$ cat src/lcr_pkg.sv
// lane configuration register constants: offsets, field positions, resets
// assumes a 32-bit classic wishbone slave reaching word-aligned registers
//
// Notes on behaviour
// - bits 15..12 of each lane register read zero; writes there are dropped
// - bit 11 lane clock compensation, reset 0, ORed with global bit 11
// - bits 10..9 pick multi pin: io standard, comma, loss, prbs pass
// - lane a: code 10 shows status bit 0, code 11 status bit 4
// - lane b: code 10 shows status bit 1, code 11 status bit 5
// - select in effect is lane select ORed with global select
// - bit 8 loss detect, reset 1, ANDed with global detect enable
// - bits 7,6 configuration, reset 0, each ORed with global bit
// - configuration bit writable only while its configuration pin is low
// - bits 5,4 preemphasis, reset 0, each ORed with global bit
// - bit 3 loopback, reset 0, ORed with main control bit 14
// - lane a loopback bit writable only while loopback pin is low
// - bit 2 prbs enable, reset 0, ORed with global prbs bit
// - prbs bit writable only while prbs enable pin is low
// - bit 1 comma detect, reset 1, ANDed with sync pin and global bit
// - bit 0 power down, reset 0, ORed with main control bit 11
package lcr_pkg;

	// register indices; byte address is four times the index
	localparam logic [5:0]  LANE_A_IDX   = 6'h10;
	localparam logic [5:0]  LANE_B_IDX   = 6'h11;

	// field positions inside a lane or global register
	localparam int          CTC_BIT      = 11;
	localparam int          MF_HI_BIT    = 10;
	localparam int          MF_LO_BIT    = 9;
	localparam int          LOS_EN_BIT   = 8;
	localparam int          CFG_HI_BIT   = 7;
	localparam int          CFG_LO_BIT   = 6;
	localparam int          PRE_HI_BIT   = 5;
	localparam int          PRE_LO_BIT   = 4;
	localparam int          LOOP_BIT     = 3;
	localparam int          PRBS_BIT     = 2;
	localparam int          COMMA_BIT    = 1;
	localparam int          PDN_BIT      = 0;

	// main control register bits that reach every lane
	localparam int          MAIN_LOOP_BIT = 14;
	localparam int          MAIN_PDN_BIT  = 11;

	// status register bit positions per lane
	localparam int          LOS_A_STAT   = 0;
	localparam int          LOS_B_STAT   = 1;
	localparam int          PRBS_A_STAT  = 4;
	localparam int          PRBS_B_STAT  = 5;

	// reset value and bits that software can store
	localparam logic [15:0] LANE_RESET   = 16'h0102;
	localparam logic [15:0] LANE_WMASK   = 16'h0FFF;

	// multifunction pin select codes
	localparam logic [1:0]  MF_IO_STD    = 2'h0;
	localparam logic [1:0]  MF_COMMA     = 2'h1;
	localparam logic [1:0]  MF_LOS       = 2'h2;
	localparam logic [1:0]  MF_PRBS      = 2'h3;

	// synchroniser depth for pins
	localparam int          SYNC_STAGES  = 2;

endpackage

$ cat src/lcr_lane.sv
// one lane configuration register and its effective controls
// assumes pins arrive already synchronised and globals on clk_sys
module lcr_lane
	import lcr_pkg::*;
#(
	parameter int LOS_STAT  = 0,
	parameter int PRBS_STAT = 4,
	parameter bit HAS_LOOP_LOCK = 1'b0
) (
	input  wire logic        clk_sys,
	input  wire logic        resetn,
	input  wire logic        wr_en,
	input  wire logic [1:0]  wr_bytes,
	input  wire logic [15:0] wr_data,
	input  wire logic [15:0] glb_cfg,
	input  wire logic [15:0] main_ctrl,
	input  wire logic [7:0]  status_bits,
	input  wire logic        comma_seen,
	input  wire logic        io_std_hstl,
	input  wire logic        cfg_lock_low,
	input  wire logic        cfg_lock_high,
	input  wire logic        prbs_lock,
	input  wire logic        loop_lock,
	input  wire logic        sync_en,
	output logic      [15:0] cfg_value,
	output logic             ctc_en,
	output logic             los_det_en,
	output logic      [1:0]  cfg_eff,
	output logic      [1:0]  preemph,
	output logic             loopback,
	output logic             prbs_en,
	output logic             comma_en,
	output logic             power_down,
	output logic             multi_pin
);

	logic [15:0] lock_mask;
	logic [15:0] wmask;
	logic [1:0]  mf_sel;
	logic        next_multi;

	// bits frozen by a high pin, then byte lanes and storable bits
	always_comb begin
		lock_mask = 16'h0000;
		lock_mask[CFG_LO_BIT] = cfg_lock_low;
		lock_mask[CFG_HI_BIT] = cfg_lock_high;
		lock_mask[PRBS_BIT] = prbs_lock;
		lock_mask[LOOP_BIT] = HAS_LOOP_LOCK & loop_lock;
		wmask = {{8{wr_bytes[1]}}, {8{wr_bytes[0]}}}
			& LANE_WMASK & ~lock_mask;
	end

	// stored register; unwritable bits keep their value
	always_ff @(posedge clk_sys or negedge resetn) begin
		if (!resetn) begin
			cfg_value <= LANE_RESET;
		end else if (wr_en) begin
			cfg_value <= (cfg_value & ~wmask) | (wr_data & wmask);
		end
	end

	// effective controls follow their inputs without delay
	assign ctc_en     = cfg_value[CTC_BIT] | glb_cfg[CTC_BIT];
	assign los_det_en = cfg_value[LOS_EN_BIT] & glb_cfg[LOS_EN_BIT];
	assign cfg_eff    = cfg_value[CFG_HI_BIT:CFG_LO_BIT]
		| glb_cfg[CFG_HI_BIT:CFG_LO_BIT];
	assign preemph    = cfg_value[PRE_HI_BIT:PRE_LO_BIT]
		| glb_cfg[PRE_HI_BIT:PRE_LO_BIT];
	assign loopback   = cfg_value[LOOP_BIT] | main_ctrl[MAIN_LOOP_BIT];
	assign prbs_en    = cfg_value[PRBS_BIT] | glb_cfg[PRBS_BIT];
	assign comma_en   = cfg_value[COMMA_BIT] & sync_en
		& glb_cfg[COMMA_BIT];
	assign power_down = cfg_value[PDN_BIT] | main_ctrl[MAIN_PDN_BIT];
	assign mf_sel     = cfg_value[MF_HI_BIT:MF_LO_BIT]
		| glb_cfg[MF_HI_BIT:MF_LO_BIT];

	// multifunction source selection
	always_comb begin
		unique case (mf_sel)
			MF_IO_STD: next_multi = io_std_hstl;
			MF_COMMA:  next_multi = comma_seen;
			MF_LOS:    next_multi = status_bits[LOS_STAT];
			MF_PRBS:   next_multi = status_bits[PRBS_STAT];
		endcase
	end

	// pin is driven from a flop
	always_ff @(posedge clk_sys or negedge resetn) begin
		if (!resetn) begin
			multi_pin <= 1'b0;
		end else begin
			multi_pin <= next_multi;
		end
	end

endmodule

$ cat src/lcr_top.sv
// lane configuration register bank for the first two lanes
// assumes a classic wishbone master on clk_sys; global and main control
// values and status come from logic on clk_sys; pins are asynchronous
//
// Our own choice: register access over Wishbone.
module lcr_top
	import lcr_pkg::*;
(
	input  wire logic        clk_sys,
	input  wire logic        resetn,
	// wishbone slave
	input  wire logic        wb_cyc_i,
	input  wire logic        wb_stb_i,
	input  wire logic        wb_we_i,
	input  wire logic [7:0]  wb_adr_i,
	input  wire logic [31:0] wb_dat_i,
	input  wire logic [3:0]  wb_sel_i,
	output logic      [31:0] wb_dat_o,
	output logic             wb_ack_o,
	// values from the rest of the device on clk_sys
	input  wire logic [15:0] glb_cfg,
	input  wire logic [15:0] main_ctrl,
	input  wire logic [7:0]  status_bits,
	input  wire logic        lane_a_comma_seen,
	input  wire logic        lane_b_comma_seen,
	// asynchronous pins
	input  wire logic        cfg_pin_low,
	input  wire logic        cfg_pin_high,
	input  wire logic        prbs_enable_pin,
	input  wire logic        sync_enable_pin,
	input  wire logic        lane_a_loopback_pin,
	input  wire logic        io_std_pin,
	// multifunction pins
	output logic             lane_a_multi_pin,
	output logic             lane_b_multi_pin,
	// lane a effective controls
	output logic             lane_a_ctc_en,
	output logic             lane_a_los_det_en,
	output logic      [1:0]  lane_a_cfg,
	output logic      [1:0]  lane_a_preemph,
	output logic             lane_a_loopback,
	output logic             lane_a_prbs_en,
	output logic             lane_a_comma_en,
	output logic             lane_a_power_down,
	// lane b effective controls
	output logic             lane_b_ctc_en,
	output logic             lane_b_los_det_en,
	output logic      [1:0]  lane_b_cfg,
	output logic      [1:0]  lane_b_preemph,
	output logic             lane_b_loopback,
	output logic             lane_b_prbs_en,
	output logic             lane_b_comma_en,
	output logic             lane_b_power_down
);

	// pin vector order: cfg low, cfg high, prbs, sync, loop a, io std
	localparam int NPINS = 6;

	logic [NPINS-1:0] pin_raw;
	logic [NPINS-1:0] pin_meta;
	logic [NPINS-1:0] pin_sync;
	logic             cfg_low_s;
	logic             cfg_high_s;
	logic             prbs_pin_s;
	logic             sync_pin_s;
	logic             loop_a_pin_s;
	logic             io_std_s;

	logic             req;
	logic             take;
	logic [5:0]       word_idx;
	logic             hit_a;
	logic             hit_b;
	logic             wr_a;
	logic             wr_b;
	logic [31:0]      next_rdata;
	logic [15:0]      lane_a_value;
	logic [15:0]      lane_b_value;

	// gather the asynchronous pins
	assign pin_raw = {io_std_pin, lane_a_loopback_pin, sync_enable_pin,
		prbs_enable_pin, cfg_pin_high, cfg_pin_low};

	// two-flop synchronisers; only the second stage is read by logic
	always_ff @(posedge clk_sys or negedge resetn) begin
		if (!resetn) begin
			pin_meta <= '0;
			pin_sync <= '0;
		end else begin
			pin_meta <= pin_raw;
			pin_sync <= pin_meta;
		end
	end

	// named views of synchronised pins
	assign cfg_low_s    = pin_sync[0];
	assign cfg_high_s   = pin_sync[1];
	assign prbs_pin_s   = pin_sync[2];
	assign sync_pin_s   = pin_sync[3];
	assign loop_a_pin_s = pin_sync[4];
	assign io_std_s     = pin_sync[5];

	// bus request decode; a request is taken once, when ack rises
	assign req      = wb_cyc_i & wb_stb_i;
	assign take     = req & ~wb_ack_o;
	assign word_idx = wb_adr_i[7:2];
	assign hit_a    = (word_idx == LANE_A_IDX);
	assign hit_b    = (word_idx == LANE_B_IDX);
	assign wr_a     = take & wb_we_i & hit_a;
	assign wr_b     = take & wb_we_i & hit_b;

	// one acknowledge per request, dropped in the following cycle
	always_ff @(posedge clk_sys or negedge resetn) begin
		if (!resetn) begin
			wb_ack_o <= 1'b0;
		end else begin
			wb_ack_o <= take;
		end
	end

	// read mux; unmapped words and upper bits read zero
	always_comb begin
		next_rdata = 32'h0000_0000;
		if (hit_a) begin
			next_rdata[15:0] = lane_a_value;
		end else if (hit_b) begin
			next_rdata[15:0] = lane_b_value;
		end
	end

	// read data captured with the acknowledge and held afterwards
	always_ff @(posedge clk_sys or negedge resetn) begin
		if (!resetn) begin
			wb_dat_o <= 32'h0000_0000;
		end else if (take & ~wb_we_i) begin
			wb_dat_o <= next_rdata;
		end
	end

	// first lane: its loopback bit can be frozen by its pin
	lcr_lane #(
		.LOS_STAT      (LOS_A_STAT),
		.PRBS_STAT     (PRBS_A_STAT),
		.HAS_LOOP_LOCK (1'b1)
	) u_lane_a (
		.clk_sys       (clk_sys),
		.resetn        (resetn),
		.wr_en         (wr_a),
		.wr_bytes      (wb_sel_i[1:0]),
		.wr_data       (wb_dat_i[15:0]),
		.glb_cfg       (glb_cfg),
		.main_ctrl     (main_ctrl),
		.status_bits   (status_bits),
		.comma_seen    (lane_a_comma_seen),
		.io_std_hstl   (io_std_s),
		.cfg_lock_low  (cfg_low_s),
		.cfg_lock_high (cfg_high_s),
		.prbs_lock     (prbs_pin_s),
		.loop_lock     (loop_a_pin_s),
		.sync_en       (sync_pin_s),
		.cfg_value     (lane_a_value),
		.ctc_en        (lane_a_ctc_en),
		.los_det_en    (lane_a_los_det_en),
		.cfg_eff       (lane_a_cfg),
		.preemph       (lane_a_preemph),
		.loopback      (lane_a_loopback),
		.prbs_en       (lane_a_prbs_en),
		.comma_en      (lane_a_comma_en),
		.power_down    (lane_a_power_down),
		.multi_pin     (lane_a_multi_pin)
	);

	// second lane: loopback bit always writable
	lcr_lane #(
		.LOS_STAT      (LOS_B_STAT),
		.PRBS_STAT     (PRBS_B_STAT),
		.HAS_LOOP_LOCK (1'b0)
	) u_lane_b (
		.clk_sys       (clk_sys),
		.resetn        (resetn),
		.wr_en         (wr_b),
		.wr_bytes      (wb_sel_i[1:0]),
		.wr_data       (wb_dat_i[15:0]),
		.glb_cfg       (glb_cfg),
		.main_ctrl     (main_ctrl),
		.status_bits   (status_bits),
		.comma_seen    (lane_b_comma_seen),
		.io_std_hstl   (io_std_s),
		.cfg_lock_low  (cfg_low_s),
		.cfg_lock_high (cfg_high_s),
		.prbs_lock     (prbs_pin_s),
		.loop_lock     (1'b0),
		.sync_en       (sync_pin_s),
		.cfg_value     (lane_b_value),
		.ctc_en        (lane_b_ctc_en),
		.los_det_en    (lane_b_los_det_en),
		.cfg_eff       (lane_b_cfg),
		.preemph       (lane_b_preemph),
		.loopback      (lane_b_loopback),
		.prbs_en       (lane_b_prbs_en),
		.comma_en      (lane_b_comma_en),
		.power_down    (lane_b_power_down),
		.multi_pin     (lane_b_multi_pin)
	);

endmodule

$ cat config.mk
export PLATFORM = sky130hd
export DESIGN_NAME = lcr_top
export DESIGN_NICKNAME = d
export VERILOG_FILES = /design/src/lcr_pkg.sv /design/src/lcr_lane.sv /design/src/lcr_top.sv
export SDC_FILE = /design/constraint.sdc
export NUM_CORES = 1
export LEC_CHECK = 0
export ABC_AREA = 1
export BUFFER_PORTS_ARGS = -buffer_cell sky130_fd_sc_hd__buf_2
export CAP_MARGIN = 25
export CELL_PAD_IN_SITES_DETAIL_PLACEMENT = 1
export CELL_PAD_IN_SITES_GLOBAL_PLACEMENT = 1
export CORE_MARGIN = 2
export CORE_UTILIZATION = 27
export DETAILED_ROUTE_END_ITERATION = 16
export PLACE_DENSITY = 0.72
export SYNTH_ARGS = -nofsm -noshare
export SYNTH_HDL_FRONTEND = slang
export SYNTH_SLANG_ARGS = --single-unit
$ cat constraint.sdc
create_clock -name clk_sys -period 1.1 [get_ports clk_sys]
set_input_delay 0.165 -clock clk_sys [delete_from_list [all_inputs] [get_ports clk_sys]]
set_output_delay 0.165 -clock clk_sys [all_outputs]
set_load 0.01 [all_outputs]
==> metrics.yaml, run 1 <==
timing:
  final_hold_viol_count: 0
  fraction_of_the_cycle_the_final_worst_path_needs_pct: 121.8
  clock-skew-final_ns: 0.008334
  unrepaired_setup_endpoints_after_global_routing: "yes"
  finalMaxSlewViolations: 0
  fmax_mhz: 746.6
  final_setup_viols: 58
  post-route-min-period_ns: 1.339
  worst_slack_ns: -0.2394
routing:
  vias_per_cell: 4.511
  drt_drc_violations_left: 0
  via_count: 2603
  wirelength_mm: 8.778
  detailedRoute.firstIterationViolations: 79
  final_antenna_net_count: 0
  drt_pre_antenna_iters: 4
  detail_routed_net_length_per_standard_cell_um: 15.21
global_route:
  grt_first_pass_wirelength_mm: 13.99
  grt_remaining_overflow: 0
  first_global_vias: 2835
  antenna_found_initial: 0
  largest_net_degree_at_the_start_of_global_routing: 52
  track_usage_pct: 17.54
cells_and_area:
  post_route_cells_drive_above_1_share_pct: 50.45
  diodes: 0
  fin_cells: 577
  multiInputGateArea_um2: 1324
  finish.net_count: 544
  ff_latch_area_um2: 1282
  post_layout_instance_area_um2: 4044
  n_fill_cell: 1102
  mostFrequentLayoutCell: "nand2_1"
  layout_common_cells: "nand2_1 (71), buf_2 (65), dfrtp_1 (46)"
  syn_to_final_growth_pct: 57.20
floorplanning:
  start_util_pct: 27.84
  die_x_um: 101.6
  row_count: 35
  placeableCoreArea_um2: 9240
  design.portCount: 152
  floorplan.die_area_um2: 10320
  die_height_um: 101.6
run:
  timing.max_cap.violations: 0
synth:
  synthesis.yosys.warnings: 0
  post_synth.cell_area_avg_um2: 8.298
  post_synth_instance_area_um2: 2572
  synthCells: 310
  ys_ff_latch: 51
  post_synth_num_cell_types: 19
  synth_sequential_area_ratio_pct: 49.81
power_and_ir_drop:
  clock_network_fraction_of_total_power_pct: 34.0
  report.power.total_mw: 3.993
  static-leakage-power_nw: 2.169
  netSwitchingPower_mw: 1.062
  seq_power_share_pct: 48.9
  power-per-cell-area_nw_per_um2: 987.4
  power.share.switching_pct: 26.59
  internal_power_mw: 2.931
  combinationalPowerShare_pct: 17.0
  irDropWorstVdd_uv: 532.7
status:
  result_of_the_run: "finished with violations"
  violations: "setup timing"
clocking:
  numClockSinks: 51
  htree_num_levels: 2
  clk_pin_slew_ns: 0.10
  clock_tree_from_tritoncts: "yes"
  number_of_cts_inserted_buffers: 5
  clkLatencyLatePin_ns: 0.31
  maximum_root_to_sink_buffer_count: 2
  clock-root-buffer: "clkbuf_8"
placement:
  post-place-cells: 533
  post_dp_cell_area_um2: 3214
  gp_congestion: 0.7903
  place.detailed.hpwl_mm: 5.954
  count_of_input_and_output_buffers: 83
setup_path:
  slowest_cp_cell: "dfrtp_2"
  critPathMaxStageDelay_ns: 0.44
  critPathCaptureType: "flip-flop"
  r2r_cells: 6
  timing.critical_path.max_delay_family: "simple AND/OR/NAND/NOR gates"
  worst-setup-path-type: "reg -> reg"
  timing.critical_path.cells: "nor3_4 > buf_6 > buf_6 > nand3_2 > nand2_1 > nand2_1"
  worst-path-buf-inv: 2
  crit_arrival_ns: 1.55
  critPathMaxFanout: 6
  cp.depth: 6
  worst-endpoint-required_ns: 1.31
  setup.worst_path.start_class: "flip-flop"
worst_hold_path:
  worst_hold_path_type: "in -> reg"
  holdPathStages: 3
power by group through the flow:
| stage | sequential, mW | clock (mW) | combinational [mW] |
|---|---|---|---|
| after CTS | 1.95 | 1.39 | 0.665 |
| after global routing | 1.96 | 1.48 | 0.741 |
| after detailed placement | 1.99 | 0 | 0.474 |
| final | 1.95 | 1.36 | 0.681 |
| after floorplan | 1.99 | 0 | 0.270 |
| after global placement | 1.99 | 0 | 0.455 |
stage by stage:
step,worst slack [ns],hold WS [ns],util [%],setup TNS [ns]
2_1_floorplan,-0.06343,-0.1306,-,-0.9901
3_3_place_gp,-0.1243,0.1750,34.79,-2.938
3_5_place_dp,-0.1669,0.1791,34.79,-4.610
4_1_cts,-0.2179,0.08048,42.75,-8.271
5_1_grt,-0.3133,0.09004,43.76,-12.90
6_report,-0.2394,0.07539,43.76,-9.775
worst register-to-register path: cells and delay by family, from the launching register on:
family	cells	cell delay (ns)
buf+inv	2	0.33
simple gates	4	0.45
flops	1	0.44
Yosys cell counts:
cell type	number	area, um2
conb_1	1	3.750
buf_4	22	165.2
clkbuf_1	3	11.26
nand4_1	36	225.2
nor2_4	4	45.04
inv_1	12	45.04
nand2_2	2	12.51
or2_2	16	100.1
nor2_1	16	60.06
inv_2	1	3.750
buf_2	8	40.04
buf_6	1	11.26
dfrtp_1	47	1176
nand3_1	29	145.1
nand2_1	104	390.4
nor2_2	1	6.260
dfstp_2	4	105.1
nor3_4	1	16.27
o21ai_0	2	10.01
kinds of logic after synthesis:
logic type	Yosys count	share of synthesized area, %
other cells	1	0.1458
flops	51	49.81
simple gates	209	38.91
compound gates	2	0.3891
buf+inv	47	10.75
final timing paths:
| kind | from | to | slack, ns |
|---|---|---|---|
| max | wb_ack_o | flip-flop | -0.24 |
| min | status_bits[1] | u_lane_b.multi_pin | 0.08 |
| max reg2reg | wb_ack_o | flip-flop | -0.24 |
| min reg2reg | pin_meta[1] | pin_sync[1] | 0.36 |
| max in group asynchronous | resetn | asynchronous set/reset pin | 0.45 |
| min in group asynchronous | resetn | pin_meta[5] | 0.36 |
layout make-up:
cell class | count | area share [%]
tap | 129 | 3.991
sequential | 51 | 31.71
timing repair buffer | 145 | 27.44
clock buffer | 5 | 1.702
clock inverter | 3 | 1.083
inverter | 13 | 1.330
multi-input combinational | 231 | 32.74
routing by layer:
layer	wire length, um	track usage [%]	vias to the layer above	share of wire, %
met5	0	0	-	0
met4	101	4.678	0	1.2
met3	493	4.555	8	5.6
met2	4703	31.33	68	54
met1	3480	20.82	1274	40
li1	-	-	1253	-
timing repair:
item	4_1_cts	5_1_grt
buffers inserted	21	7
cloned	5	0
setup endpoints to repair	58	60
pin swaps	37	30
endpoints found under the hold margin	53	0
gates resized for setup	79	38
hold buffers	7	0
(Power assumes the default switching activity.)
==> run 2, diff against run 1 <==
CORE_UTILIZATION = 30   (was 27)
GPL_TIMING_DRIVEN = 0   (was unset)
PLACE_DENSITY = 0.76   (was 0.72)
clock period = 1.5 ns   (was 1.1 ns; I/O delays follow)
==> run 2 against run 1 <==
The run now ends clean; register-to-register slack better by 0.31 ns; maximum frequency down 6.6%; sequential power shrank 27%; die area down 9.6%; final area decreased by 18%; critical path type unchanged; highest routed layer is now met3.
==> metrics.yaml, run 2 (same netlist as run 1, synthesis figures left out) <==
power_and_ir_drop:
  static-leakage-power_nw: 1.923  # was 2.169 nW
  power-per-cell-area_nw_per_um2: 805.2  # was 987.4 nW/um2
  report.power.total_mw: 2.675  # was 3.993 mW
  irDropWorstVdd_uv: 339.8  # was 532.7 uV
placement:
  gp_congestion: 0.8351  # was 0.7903
  place.detailed.hpwl_mm: 5.816  # was 5.954 mm
  post-place-cells: 517  # was 533
  count_of_input_and_output_buffers: 82  # was 83
routing:
  drt_drc_violations_left: 0  # unchanged
  wirelength_mm: 7.225  # was 8.778 mm
  detail_routed_net_length_per_standard_cell_um: 13.71  # was 15.21 um
  detailedRoute.firstIterationViolations: 75  # was 79
  vias_per_cell: 4.518  # was 4.511
  drt_pre_antenna_iters: 4  # unchanged
  via_count: 2381  # was 2603
  final_antenna_net_count: 0  # unchanged
timing:
  fmax_mhz: 697.2  # was 746.6 MHz
  post-route-min-period_ns: 1.434  # was 1.339 ns
  tns_ns: 0  # was -9.775 ns
  clock-skew-final_ns: 0.004314  # was 0.008334 ns
  unrepaired_setup_endpoints_after_global_routing: "no"  # was yes
  finalMaxSlewViolations: 0  # unchanged
  final_setup_viols: 0  # was 58
  final_hold_viol_count: 0  # unchanged
  fraction_of_the_cycle_the_final_worst_path_needs_pct: 95.62  # was 121.8%
clocking:
  htree_num_levels: 2  # unchanged
  post_cts.repair.setup_buffers: 0  # was 21
  clkLatencyLatePin_ns: 0.30  # was 0.31 ns
  number_of_cts_inserted_buffers: 5  # unchanged
  clk_pin_slew_ns: 0.09  # was 0.10 ns
  maximum_root_to_sink_buffer_count: 2  # unchanged
  clock_tree_from_tritoncts: "yes"  # unchanged
  clock-root-buffer: "clkbuf_8"  # unchanged
  numClockSinks: 51  # unchanged
setup_path:
  crit_arrival_ns: 1.67  # was 1.55 ns
  critPathMaxFanout: 10  # was 6
  setup.worst_path.start_class: "flip-flop"  # unchanged
  worst-setup-path-type: "reg -> reg"  # unchanged
  regToRegSetupSlack_ns: 0.07  # was -0.24 ns
  worst-endpoint-required_ns: 1.74  # was 1.31 ns
  critPathCaptureType: "flip-flop"  # unchanged
floorplanning:
  die_x_um: 96.60  # was 101.6 um
  design.portCount: 152  # unchanged
  start_util_pct: 31.15  # was 27.84%
  row_count: 33  # was 35
  placeableCoreArea_um2: 8258  # was 9240 um2
  floorplan.die_area_um2: 9332  # was 10320 um2
  die_height_um: 96.60  # was 101.6 um
cells_and_area:
  post_route_cells_drive_above_1_share_pct: 35.87  # was 50.45%
  layout_common_cells: "nand2_1 (104), buf_2 (90), dfrtp_1 (47)"  # was nand2_1 (71), buf_2 (65), dfrtp_1 (46)
  finish.net_count: 517  # was 544
  fin_cells: 527  # was 577
  syn_to_final_growth_pct: 29.13  # was 57.20%
  mostFrequentLayoutCell: "nand2_1"  # unchanged
run:
  timing.max_cap.violations: 0  # unchanged
global_route:
  grt_remaining_overflow: 0  # unchanged
  first_global_vias: 2510  # was 2835
  grt_first_pass_wirelength_mm: 12.30  # was 13.99 mm
  track_usage_pct: 15.91  # was 17.54%
  antenna_found_initial: 1  # was 0
  largest_net_degree_at_the_start_of_global_routing: 38  # was 52
status:
  result_of_the_run: "finished clean"  # was finished with violations
worst_hold_path:
  worst_hold_path_type: "in -> reg"  # unchanged
run 2: changes by cell type in the layout (fill, tap and decap cells not counted), sizes merged:
| cell | before | now |
|---|---|---|
| buf | 138 | 114 |
| clkinvlp | 0 | 1 |
| dlygate4sd3 | 7 | 1 |
| bufinv | 1 | 0 |
| clkinv | 2 | 0 |
| clkbuf | 5 | 10 |
| diode | 0 | 1 |
run 2: area by class of cell:
type	instances	area (um2)
inverter	13	48.80
multi-input combinational	231	1086
sequential	51	1281
clock buffer	7	96.34
fill	1063	4936
antenna	1	2.502
timing repair buffer	84	440.4
tap	105	131.4
clock inverter	1	7.507
buffer	34	227.7
run 2: path summary, 6_finish.rpt:
kind	start	to	cells after the start
max in group asynchronous	resetn	asynchronous set/reset pin	3
hold / removal	cfg_pin_high	pin_meta[1]	1
setup / recovery	wb_ack_o	flip-flop	4
min in group asynchronous	resetn	pin_meta[1]	2
hold reg to reg	pin_meta[1]	pin_sync[1]	0
setup reg to reg	wb_ack_o	flip-flop	4
run 2: per-layer routing:
layer / vias to the layer above / wire, um / GRT usage, %
met5: - / 0 / 0
met3: 0 / 536 / 4.408
li1: 1200 / - / -
met1: 1113 / 3057 / 20.18
met4: 0 / 0 / 2.600
met2: 68 / 3631 / 27.56
run 2: what timing repair did:
| item | in CTS | in global routing |
|---|---|---|
| hold buffers | 1 | 0 |
| setup endpoints to repair | 0 | 1 |
| endpoints found under the hold margin | 14 | 0 |
| gates resized for setup | 0 | 0 |
run 2: power breakdown:
| group | total [mW] | switching, mW | internal [mW] |
|---|---|---|---|
| Sequential | 1.43 | 0.0221 | 1.41 |
| Clock | 0.879 | 0.459 | 0.420 |
| Combinational | 0.361 | 0.209 | 0.153 |
| Total | 2.67 | 0.690 | 1.99 |
run 2: metrics by stage:
step | area [um2] | util (%) | setup WS [ns] | hold WS (ns)
floorplan | 2644 | - | 0.3001 | -0.07059
global placement | 3186 | 38.58 | 0.1215 | 0.3316
CTS | 3319 | 40.20 | 0.05506 | 0.01085
detailed placement | 3206 | 38.82 | 0.1116 | 0.1687
finish | 3322 | 40.23 | 0.06563 | 0.01980
global route | 3319 | 40.20 | 0.001681 | 0.009067
run 2: critical path: stages (launching register included):
cell	delay, ns
dfrtp_1	0.43
nor3_4	0.35
buf_2	0.32
nand4_1	0.15
nand2_1	0.13
==> run 3, diff against run 2 <==
==> constraint.sdc (replaced) <==
create_clock -name clk_sys -period 1.5 [get_ports clk_sys]
set_input_delay 0.15 -clock clk_sys [delete_from_list [all_inputs] [get_ports clk_sys]]
set_output_delay 0.15 -clock clk_sys [all_outputs]
set_load 0.01 [all_outputs]
==> run 3 against run 2 <==
Flip-flop and latch count is the same; total power grew 0.54%; sequential power is essentially flat.
==> metrics.yaml, run 3 (same netlist as run 1, synthesis figures left out) <==
status:
  result_of_the_run: "finished clean"  # unchanged
timing:
  final_setup_viols: 0  # unchanged
  final.hold.worst_slack_ns: 0.07063  # was 0.01980 ns
  fmax_mhz: 707.8  # was 697.2 MHz
  final_hold_viol_count: 0  # unchanged
  tns_ns: 0  # unchanged
  clock-skew-final_ns: 0.005191  # was 0.004314 ns
  fraction_of_the_cycle_the_final_worst_path_needs_pct: 94.20  # was 95.62%
  post-route-min-period_ns: 1.413  # was 1.434 ns
  finalMaxSlewViolations: 0  # unchanged
  unrepaired_setup_endpoints_after_global_routing: "no"  # unchanged
setup_path:
  timing.critical_path.cells: "nor3_4 > buf_2 > nand4_1 > nand2_1"  # unchanged
  worst-path-buf-inv: 1  # unchanged
  worst-endpoint-required_ns: 1.74  # about the same
  critPathMaxFanout: 10  # unchanged
  worst-setup-path-type: "reg -> reg"  # unchanged
  critPathMaxStageDelay_ns: 0.43  # about the same
  crit_arrival_ns: 1.66  # was 1.67 ns
  regToRegStartpoint: "wb_ack_o"  # unchanged
  timing.critical_path.max_delay_family: "simple AND/OR/NAND/NOR gates"  # unchanged
  cp.depth: 4  # unchanged
  regToRegSetupSlack_ns: 0.09  # was 0.07 ns
  slowest_cp_cell: "dfrtp_1"  # unchanged
  r2r_cells: 4  # unchanged
  setup.worst_path.start_class: "flip-flop"  # unchanged
  critPathCaptureType: "flip-flop"  # unchanged
placement:
  gp_congestion: 0.8351  # unchanged
  count_of_input_and_output_buffers: 82  # unchanged
  place.detailed.hpwl_mm: 5.816  # unchanged
cells_and_area:
  finish.net_count: 523  # was 517
  n_fill_cell: 1061  # was 1063
  multiInputGateArea_um2: 1086  # unchanged
  post_route_cells_drive_above_1_share_pct: 35.36  # was 35.87%
  syn_to_final_growth_pct: 31.47  # was 29.13%
  mostFrequentLayoutCell: "nand2_1"  # unchanged
  layout_common_cells: "nand2_1 (104), buf_2 (90), dfrtp_1 (47)"  # unchanged
  ff_latch_area_um2: 1281  # unchanged
floorplanning:
  die_x_um: 96.60  # unchanged
  design.portCount: 152  # unchanged
  die_height_um: 96.60  # unchanged
  row_count: 33  # unchanged
  floorplan.die_area_um2: 9332  # unchanged
  placeableCoreArea_um2: 8258  # unchanged
  start_util_pct: 31.15  # unchanged
clocking:
  number_of_cts_inserted_buffers: 5  # unchanged
  post_cts.repair.setup_buffers: 0  # unchanged
  clkLatencyLatePin_ns: 0.30  # about the same
  htree_num_levels: 2  # unchanged
  clock_tree_from_tritoncts: "yes"  # unchanged
  clk_pin_slew_ns: 0.09  # about the same
  maximum_root_to_sink_buffer_count: 2  # unchanged
  numClockSinks: 51  # unchanged
  clock-root-buffer: "clkbuf_8"  # unchanged
worst_hold_path:
  holdPathStages: 3  # was 1
  start_point_of_the_worst_min_delay_path: "wb_dat_i[8]"  # was cfg_pin_high
  worst_hold_path_type: "in -> reg"  # unchanged
routing:
  final_antenna_net_count: 0  # unchanged
  detail_routed_net_length_per_standard_cell_um: 13.61  # was 13.71 um
  detailedRoute.firstIterationViolations: 60  # was 75
  via_count: 2406  # was 2381
  drt_drc_violations_left: 0  # unchanged
  wirelength_mm: 7.253  # was 7.225 mm
  drt_pre_antenna_iters: 4  # unchanged
  vias_per_cell: 4.514  # was 4.518
global_route:
  grt_first_pass_wirelength_mm: 12.33  # was 12.30 mm
  globalRouteMet1Util_pct: 20.09  # was 20.18%
  largest_net_degree_at_the_start_of_global_routing: 38  # unchanged
  grt_remaining_overflow: 0  # unchanged
  antenna_found_initial: 1  # unchanged
  use_met3_pct: 4.408  # unchanged
  track_usage_pct: 15.92  # was 15.91%
  grt_busiest_layer: "met2"  # unchanged
  global_route.usage.met2_pct: 27.72  # was 27.56%
  first_global_vias: 2542  # was 2510
power_and_ir_drop:
  irDropWorstVdd_uv: 339.3  # was 339.8 uV
  power-per-cell-area_nw_per_um2: 795.2  # was 805.2 nW/um2
  static-leakage-power_nw: 1.948  # was 1.923 nW
run:
  timing.max_cap.violations: 0  # unchanged
run 3: changes by cell type in the layout (fill, tap and decap cells not counted), sizes merged:
cell | previous run | this run
dlygate4sd3 | 1 | 7
run 3: stage by stage:
stage / util [%] / setup slack, ns / power, mW / cells / area, um2
floorplan: - / 0.3001 / 1.653 / 329 / 2644
detailed placement: 38.82 / 0.1116 / 1.824 / 517 / 3206
global placement: 38.58 / 0.1621 / 1.802 / 516 / 3186
finish: 40.95 / 0.08707 / 2.689 / 533 / 3382
CTS: 40.92 / 0.08244 / 2.721 / 532 / 3379
global route: 40.92 / 0.001681 / 2.819 / 532 / 3379
run 3: per-layer routing:
metal  part of all wire (%)  up-vias
li1                       -     1207
met1                     43     1131
met2                     51       65
met3                    6.2        3
met4                   0.22        0
met5                      0        -
run 3: where the power goes:
| group | leakage [nW] | switching (mW) | internal, mW |
|---|---|---|---|
| clock network | 0.0505 | 0.461 | 0.420 |
| registers | 0.664 | 0.0223 | 1.41 |
| logic | 1.23 | 0.210 | 0.163 |
| total | 1.95 | 0.694 | 2.00 |
run 3: worst max-delay path by stage:
stage / slack (ns) / start / to
after floorplan: 0.30 / wb_ack_o / flip-flop
after global placement: 0.16 / wb_ack_o / flip-flop
after detailed placement: 0.11 / wb_ack_o / flip-flop
after CTS: 0.08 / wb_ack_o / flip-flop
after global routing: 0.002 / wb_ack_o / flip-flop
final: 0.09 / wb_ack_o / flip-flop
run 3: cell type report:
| type | count | share of cell area (%) |
|---|---|---|
| well taps | 105 | 3.885 |
| plain buffers | 34 | 6.733 |
| repair buffers | 90 | 14.80 |
| inverters | 13 | 1.443 |
| multi-input cells | 231 | 32.11 |
| clock buffers | 7 | 2.849 |
| clock inverters | 1 | 0.2220 |
| diodes | 1 | 0.07399 |
| flip-flops and latches | 51 | 37.88 |
run 3: worst register-to-register path, cell delays in order (launching register included):
cell and delay [ns]:
dfrtp_1 0.43, nor3_4 0.35, buf_2 0.32, nand4_1 0.14, nand2_1 0.12
run 3: timing repair:
| action | CTS | global route |
|---|---|---|
| endpoints found under the hold margin | 20 | 0 |
| endpoints found under the setup margin | 0 | 1 |
| hold buffers | 7 | 0 |
| resized for setup | 0 | 0 |
